$ cat config.mk
export PLATFORM = sky130hd
export DESIGN_NAME = irq_pin_latch
export DESIGN_NICKNAME = d
export VERILOG_FILES = /design/src/pkg/irq_pin_pkg.sv /design/src/rtl/pin_sync.sv /design/src/rtl/pin_driver.sv /design/src/rtl/irq_pin_latch.sv
export VERILOG_INCLUDE_DIRS = /design/src /design/src/pkg
export SDC_FILE = /design/constraint.sdc
export NUM_CORES = 1
export LEC_CHECK = 0
export ABC_AREA = 1
export BUFFER_PORTS_ARGS = -buffer_cell sky130_fd_sc_hd__buf_2
export CAP_MARGIN = 20
export CELL_PAD_IN_SITES_DETAIL_PLACEMENT = 0
export CELL_PAD_IN_SITES_GLOBAL_PLACEMENT = 1
export CORE_ASPECT_RATIO = 1.5
export CORE_UTILIZATION = 41
export DETAILED_ROUTE_END_ITERATION = 7
export GPL_TIMING_DRIVEN = 0
export PLACE_DENSITY = 0.84
export SETUP_SLACK_MARGIN = 0.4
export SYNTH_ARGS = -nofsm -noshare
export SYNTH_HDL_FRONTEND = slang
export SYNTH_SLANG_ARGS = --single-unit
$ cat constraint.sdc
create_clock -name clk_i -period 3.3 [get_ports clk_i]
set_input_delay 0.495 -clock clk_i [delete_from_list [all_inputs] [get_ports clk_i]]
set_output_delay 0.495 -clock clk_i [all_outputs]
set_load 0.005 [all_outputs]
$ cat src/pkg/irq_pin_defs.svh
// constants for the interrupt pin configuration and latching block
// assumes a 32-bit classic wishbone slave with byte addresses on adr_i
`ifndef IRQ_PIN_DEFS_SVH
`define IRQ_PIN_DEFS_SVH
`define ADR_W          8
`define ADR_PIN_CTRL   8'h00
`define ADR_DATA_MAP   8'h04
`define ADR_FEAT_MAP_A 8'h08
`define ADR_FEAT_MAP_B 8'h0C
`define ADR_STATUS_0   8'h10
`define ADR_STATUS_1   8'h14
`define ADR_EV_STATUS  8'h18
`define ADR_EV_MASK    8'h1C
`define ADR_PIN_STATE  8'h20
`define CTL_W          11
`define CTL_A_LSB      0
`define CTL_B_LSB      4
`define CTL_DRV        0
`define CTL_OD         1
`define CTL_POL        2
`define CTL_RCV        3
`define CTL_LATCH      8
`define CTL_TAG_A      9
`define CTL_TAG_B      10
`define CTL_RESET      11'h000
`define FEAT_W         8
`define DATA_W         5
`define DMAP_W         13
`define DMAP_B_LSB     8
`define ST1_AUX        4
`define EV_W           4
`define CLK_PERIOD_NS  50
`define AUX_HOLD_NS    156250
`define AUX_HOLD_CYC   (`AUX_HOLD_NS / `CLK_PERIOD_NS)
`define AUX_CNT_W      12
`endif

$ cat src/pkg/irq_pin_pkg.sv
// state types for the interrupt pin configuration block
// assumes irq_pin_defs.svh is reachable on the include path
`include "irq_pin_defs.svh"
package irq_pin_pkg;
	typedef struct packed {
		logic                  ack;
		logic [31:0]           rdata;
		logic [`CTL_W-1:0]     ctrl;
		logic [`DMAP_W-1:0]    dmap;
		logic [`FEAT_W-1:0]    fmap_a;
		logic [`FEAT_W-1:0]    fmap_b;
		logic [`FEAT_W-1:0]    st0;
		logic [`DATA_W-1:0]    st1;
		logic [`EV_W-1:0]      ev;
		logic [`EV_W-1:0]      mask;
		logic                  irq;
		logic [`AUX_CNT_W-1:0] aux_cnt;
		logic [1:0]            act_prev;
		logic [1:0]            tag_prev;
	} core_s;

	typedef struct packed {
		logic out;
		logic oe;
		logic tag;
		logic seen_prev;
	} drv_s;

	typedef struct packed {
		logic [1:0] meta;
		logic [1:0] sync;
	} sync_s;
endpackage

$ cat src/rtl/pin_sync.sv
// two-flop synchroniser for the two interrupt pin inputs
// assumes pin levels are asynchronous to clk_i
`timescale 1ns/10ps
module pin_sync
	import irq_pin_pkg::*;
(
	input  wire logic       clk_i,
	input  wire logic       rst_i,
	input  wire logic [1:0] pin_i,
	output logic      [1:0] pin_o
);
	sync_s s_reg;
	sync_s s_next;

	always_comb begin
		s_next.meta = pin_i;
		s_next.sync = s_reg.meta;
	end

	always_ff @(posedge clk_i) begin
		if (rst_i) begin
			s_reg <= '0;
		end else begin
			s_reg <= s_next;
		end
	end

	assign pin_o = s_reg.sync;
endmodule

$ cat src/rtl/pin_driver.sv
// one interrupt pin: output driver, feedback and fifo tag detection
// assumes pin_sync_i is already synchronised to clk_i
`timescale 1ns/10ps
module pin_driver
	import irq_pin_pkg::*;
(
	input  wire logic clk_i,
	input  wire logic rst_i,
	input  wire logic active_i,
	input  wire logic drive_on_i,
	input  wire logic open_drain_sel_i,
	input  wire logic polarity_i,
	input  wire logic receive_on_i,
	input  wire logic tag_trigger_type_i,
	input  wire logic pin_sync_i,
	output logic      pin_out_o,
	output logic      pin_oe_o,
	output logic      tag_o
);
	drv_s s_reg;
	drv_s s_next;
	logic level;
	logic seen;

	always_comb begin
		level = ~(active_i ^ polarity_i);
		// own output wins so the tag never races the pad delay
		if (receive_on_i && drive_on_i) begin
			seen = active_i;
		end else begin
			seen = receive_on_i && (pin_sync_i == polarity_i);
		end
		s_next.out = open_drain_sel_i ? 1'b0 : level;
		s_next.oe = drive_on_i && (!open_drain_sel_i || !level);
		s_next.seen_prev = seen;
		s_next.tag = tag_trigger_type_i ? (seen && !s_reg.seen_prev) : seen;
	end

	always_ff @(posedge clk_i) begin
		if (rst_i) begin
			s_reg <= '0;
		end else begin
			s_reg <= s_next;
		end
	end

	assign pin_out_o = s_reg.out;
	assign pin_oe_o = s_reg.oe;
	assign tag_o = s_reg.tag;
endmodule

$ cat src/rtl/irq_pin_latch.sv
// interrupt pin configuration, mapping and latching with wishbone registers
// assumes interrupt conditions arrive as levels on clk_i, aux ready as a
// pulse, and the pads resolve out/oe pairs outside this module
//
// Decided for this implementation: the Wishbone interface to the registers and the register addresses.
`timescale 1ns/10ps
module irq_pin_latch
	import irq_pin_pkg::*;
(
	input  wire logic                clk_i,
	input  wire logic                rst_i,
	input  wire logic                cyc_i,
	input  wire logic                stb_i,
	input  wire logic                we_i,
	input  wire logic [`ADR_W-1:0]   adr_i,
	input  wire logic [3:0]          sel_i,
	input  wire logic [31:0]         dat_i,
	output logic      [31:0]         dat_o,
	output logic                     ack_o,
	input  wire logic [`FEAT_W-1:0]  feat_cond_i,
	input  wire logic [`DATA_W-2:0]  data_cond_i,
	input  wire logic                aux_drdy_i,
	input  wire logic                irq_line_a_i,
	input  wire logic                irq_line_b_i,
	output logic                     irq_line_a_o,
	output logic                     irq_line_a_oe_o,
	output logic                     irq_line_b_o,
	output logic                     irq_line_b_oe_o,
	output logic                     tag_a_o,
	output logic                     tag_b_o,
	output logic                     irq_o
);
	localparam int AUX_HOLD = `AUX_HOLD_CYC;
	localparam logic [`AUX_CNT_W-1:0] AUX_LOAD = `AUX_CNT_W'(AUX_HOLD - 1);

	core_s s_reg;
	core_s s_next;

	logic [1:0]             pin_sync;
	logic                   take;
	logic                   rd_st0;
	logic                   rd_st1;
	logic                   latch_mode;
	logic                   aux_level;
	logic [`DATA_W-1:0]     data_eff;
	logic [`DATA_W-1:0]     dmap_a;
	logic [`DATA_W-1:0]     dmap_b;
	logic [`FEAT_W-1:0]     feat_src;
	logic [`DATA_W-1:0]     data_src;
	logic                   act_a;
	logic                   act_b;
	logic [`EV_W-1:0]       ev_set;
	logic [31:0]            wr_word;
	logic [3:0]             ctl_a;
	logic [3:0]             ctl_b;

	// byte-lane merge of a write into a register image
	function automatic logic [31:0] merge(input logic [31:0] old,
		input logic [31:0] wd, input logic [3:0] sel);
		logic [31:0] r;
		r = old;
		for (int i = 0; i < 4; i++) begin
			if (sel[i]) begin
				r[i*8 +: 8] = wd[i*8 +: 8];
			end
		end
		return r;
	endfunction

	// nibble of pin controls for one pin
	function automatic logic [3:0] pin_ctl(input logic [`CTL_W-1:0] c,
		input logic pin_b);
		return pin_b ? c[`CTL_B_LSB +: 4] : c[`CTL_A_LSB +: 4];
	endfunction

	// any source enabled by its map bit
	function automatic logic routed(input logic [`FEAT_W-1:0] f,
		input logic [`FEAT_W-1:0] fm, input logic [`DATA_W-1:0] d,
		input logic [`DATA_W-1:0] dm);
		return |(f & fm) || |(d & dm);
	endfunction

	function automatic logic [31:0] read_mux(input logic [`ADR_W-1:0] a,
		input core_s s, input logic [1:0] ps, input logic [1:0] act);
		logic [31:0] r;
		r = 32'h0000_0000;
		unique case (a)
			`ADR_PIN_CTRL:   r = 32'(s.ctrl);
			`ADR_DATA_MAP:   r = 32'(s.dmap);
			`ADR_FEAT_MAP_A: r = 32'(s.fmap_a);
			`ADR_FEAT_MAP_B: r = 32'(s.fmap_b);
			`ADR_STATUS_0:   r = 32'(s.st0);
			`ADR_STATUS_1:   r = 32'(s.st1);
			`ADR_EV_STATUS:  r = 32'(s.ev);
			`ADR_EV_MASK:    r = 32'(s.mask);
			`ADR_PIN_STATE:  r = 32'({ps, act});
			default:         r = 32'h0000_0000;
		endcase
		return r;
	endfunction

	assign take = cyc_i && stb_i && !s_reg.ack;
	assign rd_st0 = take && !we_i && (adr_i == `ADR_STATUS_0);
	assign rd_st1 = take && !we_i && (adr_i == `ADR_STATUS_1);
	assign latch_mode = s_reg.ctrl[`CTL_LATCH];
	assign wr_word = merge(32'h0000_0000, dat_i, sel_i);
	assign ctl_a = pin_ctl(s_reg.ctrl, 1'b0);
	assign ctl_b = pin_ctl(s_reg.ctrl, 1'b1);

	always_comb begin
		// latched mode keeps the raw pulse; the status bit holds it
		aux_level = aux_drdy_i || (!latch_mode && s_reg.aux_cnt != '0);
		data_eff = {aux_level, data_cond_i};
		dmap_a = s_reg.dmap[`DATA_W-1:0];
		dmap_b = s_reg.dmap[`DMAP_B_LSB +: `DATA_W];
		if (latch_mode) begin
			feat_src = s_reg.st0;
			data_src = s_reg.st1;
		end else begin
			feat_src = feat_cond_i;
			data_src = data_eff;
		end
		act_a = routed(feat_src, s_reg.fmap_a, data_src, dmap_a);
		act_b = routed(feat_src, s_reg.fmap_b, data_src, dmap_b);
		ev_set = {tag_b_o && !s_reg.tag_prev[1], tag_a_o && !s_reg.tag_prev[0],
			act_b && !s_reg.act_prev[1], act_a && !s_reg.act_prev[0]};
	end

	always_comb begin
		s_next = s_reg;
		s_next.ack = take;
		s_next.act_prev = {act_b, act_a};
		s_next.tag_prev = {tag_b_o, tag_a_o};
		if (aux_drdy_i) begin
			s_next.aux_cnt = AUX_LOAD;
		end else if (s_reg.aux_cnt != '0) begin
			s_next.aux_cnt = s_reg.aux_cnt - `AUX_CNT_W'(1);
		end
		// a read clears; a condition still true sets again in the same edge
		s_next.st0 = (rd_st0 ? '0 : s_reg.st0) | feat_cond_i;
		s_next.st1 = (rd_st1 ? '0 : s_reg.st1) | data_eff;
		s_next.ev = s_reg.ev | ev_set;
		if (take && !we_i) begin
			s_next.rdata = read_mux(adr_i, s_reg, pin_sync, {act_b, act_a});
		end
		if (take && we_i) begin
			unique case (adr_i)
				`ADR_PIN_CTRL:   s_next.ctrl =
					`CTL_W'(merge(32'(s_reg.ctrl), dat_i, sel_i));
				`ADR_DATA_MAP:   s_next.dmap =
					`DMAP_W'(merge(32'(s_reg.dmap), dat_i, sel_i));
				`ADR_FEAT_MAP_A: s_next.fmap_a =
					`FEAT_W'(merge(32'(s_reg.fmap_a), dat_i, sel_i));
				`ADR_FEAT_MAP_B: s_next.fmap_b =
					`FEAT_W'(merge(32'(s_reg.fmap_b), dat_i, sel_i));
				`ADR_EV_STATUS:  s_next.ev =
					(s_reg.ev & ~wr_word[`EV_W-1:0]) | ev_set;
				`ADR_EV_MASK:    s_next.mask =
					`EV_W'(merge(32'(s_reg.mask), dat_i, sel_i));
				default:         s_next.ctrl = s_reg.ctrl;
			endcase
		end
		s_next.irq = |(s_next.ev & s_next.mask);
	end

	always_ff @(posedge clk_i) begin
		if (rst_i) begin
			s_reg <= '0;
			s_reg.ctrl <= `CTL_RESET;
		end else begin
			s_reg <= s_next;
		end
	end

	pin_sync u_sync (
		.clk_i (clk_i),
		.rst_i (rst_i),
		.pin_i ({irq_line_b_i, irq_line_a_i}),
		.pin_o (pin_sync)
	);

	pin_driver u_pin_a (
		.clk_i              (clk_i),
		.rst_i              (rst_i),
		.active_i           (act_a),
		.drive_on_i         (ctl_a[`CTL_DRV]),
		.open_drain_sel_i   (ctl_a[`CTL_OD]),
		.polarity_i         (ctl_a[`CTL_POL]),
		.receive_on_i       (ctl_a[`CTL_RCV]),
		.tag_trigger_type_i (s_reg.ctrl[`CTL_TAG_A]),
		.pin_sync_i         (pin_sync[0]),
		.pin_out_o          (irq_line_a_o),
		.pin_oe_o           (irq_line_a_oe_o),
		.tag_o              (tag_a_o)
	);

	pin_driver u_pin_b (
		.clk_i              (clk_i),
		.rst_i              (rst_i),
		.active_i           (act_b),
		.drive_on_i         (ctl_b[`CTL_DRV]),
		.open_drain_sel_i   (ctl_b[`CTL_OD]),
		.polarity_i         (ctl_b[`CTL_POL]),
		.receive_on_i       (ctl_b[`CTL_RCV]),
		.tag_trigger_type_i (s_reg.ctrl[`CTL_TAG_B]),
		.pin_sync_i         (pin_sync[1]),
		.pin_out_o          (irq_line_b_o),
		.pin_oe_o           (irq_line_b_oe_o),
		.tag_o              (tag_b_o)
	);

	assign dat_o = s_reg.rdata;
	assign ack_o = s_reg.ack;
	assign irq_o = s_reg.irq;
endmodule

== Yosys cells after proc, flatten, opt, wreduce, memory -nomap -nowiden ==
Cells that the tools add are included.

* Register bits after elaboration: 123
* Bits of input ports: 64
* Output and inout bits: 40

* Bitwise operators: 15
* Reductions and logical operators: 52
* Add/sub/neg operators: 1
* Multiplexer cells: 16
* Equality and inequality tests: 10

{| class="wikitable"
|+ Operators with widths
! operator !! number
|-
| one-hot mux 13 bit (9 select lines) || 1
|-
| equality test 8 x 5 -> 1 bit, second input constant || 4
|-
| 2-to-1 mux 12 bit || 2
|-
| 2-to-1 mux 8 bit || 3
|-
| logical AND 1 bit || 19
|-
| AND reduction 3 bit || 6
|-
| AND 8 bit || 2
|-
| equality test 8 x 4 -> 1 bit, second input constant || 2
|-
| 2-to-1 mux 4 bit || 4
|-
| OR reduction 8 bit || 2
|-
| nonzero test 12 bit || 1
|-
| subtractor 12 x 1 -> 12 bit, second input constant || 1
|-
| zero test 1 bit || 11
|-
| AND 5 bit || 2
|-
| 2-to-1 mux 5 bit || 2
|-
| OR reduction 5 bit || 2
|-
| AND 4 bit || 2
|-
| equality test 8 x 3 -> 1 bit, second input constant || 1
|-
| equality test 8 x 6 -> 1 bit, second input constant || 1
|-
| zero test 8 bit || 1
|-
| OR 4 bit || 2
|-
| OR 8 bit || 1
|-
| OR reduction 2 bit || 3
|-
| logical OR 1 bit || 5
|-
| 8 further kinds || 14
|}

== Longest topological paths before layout ==
* Depth in word-level cells: 13
* Mapped depth: 13
* Gate-level depth less buffers: 13

== Cells and area by module ==
Synthesis repeated with hierarchy kept, for this count alone.

* Cell total of the unflattened synthesis: 754
* Area total of the unflattened synthesis: 5,146.2 um^2

{| class="wikitable"
|+ Modules (own cells, without submodules)
! module !! area each (um^2) !! instances !! cells an instance !! sequential area each (um^2)
|-
| irq_pin_latch || 4,675.7 || 1 || 686 || 1,841.8
|-
| pin_driver || 180.2 || 2 || 28 || 80.1
|-
| pin_sync || 110.1 || 1 || 12 || 80.1
|}

== Least setup slack after synthesis ==
OpenSTA, ideal clock, no wires.

* Path type: input-to-reg
* Start: in adr_i[1]
* End: reg s_reg (netlist bit ctl_b[2])
* Arrival: 1.541 ns
* Slack: 1.638 ns
* Stages on the path: 9
* Setup time: 0.121 ns
* Cell sequence: nor2_2 > nand3_1 > nor2_4 > inv_2 > nor2_2 > inv_2 > buf_2 > o21ai_1 > a21oi_1

* Longest elaborated chain between the ends: 2

{| class="wikitable"
|+ Ends and longest elaborated chain
! what !! RTL line !! text
|-
| start: declaration || irq_pin_latch.sv:15 || <nowiki>input wire logic [`ADR_W-1:0] adr_i,</nowiki>
|-
| zero test 8 bit || irq_pin_latch.sv:147 || <nowiki>unique case (adr_i)</nowiki>
|-
| AND reduction 3 bit (no source line) || - ||
|-
| end signal: assignment || irq_pin_latch.sv:171 || <nowiki>s_reg <= s_next;</nowiki>
|-
| end: declaration || irq_pin_latch.sv:36 || <nowiki>core_s s_reg;</nowiki>
|}

Every way passes these cells.
A chain may end at the register's enable or synchronous reset.

== Final worst setup path ==
* Start: reg s_reg (netlist bit latch_mode)
* End: reg s_reg (netlist bit dat_o[1])

* Longest elaborated chain between the ends: 8
* Elaborated cells on any way between the ends: 11

{| class="wikitable"
|+ Ends and longest elaborated chain
! what !! RTL line !! text
|-
| zero test 1 bit || irq_pin_latch.sv:112 || <nowiki>aux_level = aux_drdy_i || (!latch_mode && s_reg.aux_cnt != '0);</nowiki>
|-
| logical AND 1 bit || irq_pin_latch.sv:112 ||
|-
| logical OR 1 bit || irq_pin_latch.sv:112 ||
|-
| 2-to-1 mux 5 bit || irq_pin_latch.sv:116 || <nowiki>if (latch_mode) begin</nowiki>
|-
| AND 5 bit || irq_pin_latch.sv:80 || <nowiki>return |(f & fm) || |(d & dm);</nowiki>
|-
| OR reduction 5 bit || irq_pin_latch.sv:80 ||
|-
| logical OR 1 bit * || irq_pin_latch.sv:80 ||
|-
| one-hot mux 13 bit (9 select lines) * || irq_pin_latch.sv:87 || <nowiki>unique case (a)</nowiki>
|}

Every way passes the cells marked *; elsewhere a longest branch is shown, timed or not.

==> impl_metrics.ini <==
[run_status]
status = finished clean

[critical_path]
crit_top_cell = nand2_1
critical_path.cell_chain = buf_6 > nand2_1 > nand3_1 > nand2_1 > nor2_1 > nand2_1 > nor2_2 > nand2_2 > nand2_1 > nand2_1 > nand2_1 > a21oi_1
critical_path_buf_inv_count = 1
cp.arrival_ns = 2.27
cp_max_fo = 10
end_kind = flip-flop
crit_family = simple AND/OR/NAND/NOR gates
crit_slowest_cell = dfxtp_1
cp-start-kind = flip-flop
cp.required_ns = 3.52
cp_slowest_stage_delay_ns = 0.56
critPathKind = flip-flop to flip-flop

[route]
first_pass_iters = 5
routedWlPerCell_um = 15.14
viasPerCell = 4.947
vias = 5016
drt_iter0_drc = 282
final_antenna_net_count = 0
routed_wl_mm = 15.36
drc = 0

[logic_synthesis]
synth_top_family_by_area = simple AND/OR/NAND/NOR gates
synthTopCellsByArea = dfxtp_1, nand2_1, nor2_1
yosysSeqAreaShare_pct = 40.90
synthXorXnorAreaFrac_pct = 1.032
synth_compound_area_share_pct = 13.15
synth_area_sq_um = 5090
synth_top_area_share_pct = 40.90
postSynth.asyncResetShare_pct = 0
yosysWarnings = 0
syn_inst = 764
synth_area_leader_cell = dfxtp_1
synth_fa_ha_area_share_pct = 0.4916
synth-edff-count = 0
post-synth-top-count-cell = nand2_1
ys.flop_type = dfxtp_1
ys_types = 34
ys_seq_elements = 104
avgSynthCellArea_sq_um = 6.662
synth_mux_area_share_pct = 0
synthTopCellsByCount = nand2_1, dfxtp_1, nor2_1
synthSimpleGateAreaFrac_pct = 30.48

[final_layout]
n_antenna_cell = 0
drive_above_1_share_pct = 17.31
regArea_sq_um = 2082
syn2layout_area_growth_pct = 17.48
nFillCells = 1311
largest_register_ffs = 58
multi_input_area_sq_um = 2370
nets = 922

[power]
power_density_nw_per_um2 = 446.8
finalPower_w = 0.002672
cellLeakagePower_nw = 2.792
vdd_drop_max_v = 0.0002643

[clock_tree]
clkSlewWorstSetupHoldPaths_ns = 0.07
tritoncts = yes
clock_sinks = 104
worstSkewPairLatency_ns = 0.35
cts_resized = 0
clockRootBuffer = clkbuf_16
cts_setup_buffers = 0
cts_hold_buffers = 0
clockBufferDepth = 2
htreeDepth = 3
cts_made_buffers = 9

[timing]
tightest_slew_ns = 0.6894
finalSetupTns_ns = 0
grt_setup_unrepaired = false
fin_crit_sh_pct = 62.23
maxSlewHeadroom_pct = 54.04
setup_slack_ns = 1.246
timing.fmax_mhz = 486.9
drv_slew = 0
hold_viol_final = 0
setup_violations = 0
finClkSkew_ns = 0.007136
period_needed_ns = 2.054

[grt]
antenna_found_initial = 0
grt_max_degree = 18
grt_util_all_layers_pct = 24.86
grt_pass1_vias = 4901
grt_pass1_wl_mm = 24.52
grt-ovfl-total = 0

[placement]
gp_congestion = 0.9164
dpl.hpwl_mm = 12.20
detailedPlace.worstSlack_ns = 1.112
portBuffers = 63

[floorplanning]
std_cell_rows = 49
dieArea_sq_um = 12870
core_sq_um = 12020
die_x_um = 92.98
io_pins = 104
initial_core_util_pct = 42.36
fp.dieH_um = 138.5

[run]
drv_cap = 0

[min_path]
min_path_type = input port to flip-flop
-- worst paths after layout --
path	from	to	slack, ns	cells past startpoint
worst max-delay path	latch_mode	dat_o[1]	1.25	12
worst max register to register	latch_mode	dat_o[1]	1.25	12
worst min-delay path	irq_line_b_i	u_sync.s_next[1]	0.34	3
worst min register to register	u_sync.s_next[1]	u_sync.pin_o[1]	0.40	2
-- power breakdown --
group          leakage [nW]  internal [W]  switching (W)
registers             0.846       0.00128      0.0000227
clock network         0.149      0.000636       0.000496
logic                  1.80     0.0000882       0.000147
-- layout make-up --
cell class              count  area share [%]
plain buffers              49           5.399
clock inverters             5           1.046
repair buffers             63           5.273
flip-flops and latches    104           34.82
clock buffers              11           4.227
inverters                 102           6.403
multi-input cells         527           39.63
well taps                 153           3.202
-- through the flow --
stage / hold WS (ns) / cells / cell area [sq um] / utilization [%]
floorplan: 0.3883 / 782 / 5157 / -
global placement: 0.3919 / 998 / 5664 / 47.14
detailed placement: 0.3955 / 998 / 5664 / 47.14
CTS: 0.3385 / 1014 / 5979 / 49.76
global route: 0.3547 / 1014 / 5979 / 49.76
finish: 0.3396 / 1014 / 5979 / 49.76
-- cells by family (layout without fill, tap and decap cells) --
family                   after synthesis  in the layout
flip-flops                           104            104
adder cells (fa/ha/maj)                2              2
AND/OR/NAND/NOR                      371            371
other                                  1             19
AO/OA/AOI/OAI                        129            129
XOR/XNOR                               6              6
buffers and inverters                151            230
-- placed cells by master (no fill, tap or decap), types with 6 or more instances in the layout --
master and instances:
nand2_1 190, dfxtp_1 104, nor2_1 101, inv_1 91, buf_2 66, a21oi_1 64, nand3_1 48, o21ai_0 48
buf_4 32, conb_1 19, inv_2 11, clkbuf_1 11, nor2_2 10, clkbuf_16 9, nand4_1 6
-- tightest hold or removal path, delay by kind of cell --
family,cells,cell delay [ns]
and+or+nand+nor,1,0.06
buffers and inverters,2,0.10
-- routing by layer --
layer / track usage [%] / vias up / wire length (um)
li1: - / 2540 / -
met2: 44.47 / 141 / 7937
met1: 28.00 / 2299 / 6052
met5: 0 / - / 0
met3: 4.565 / 36 / 745
met4: 11.42 / 0 / 620
Note: power is estimated with default switching activity, not from simulation.
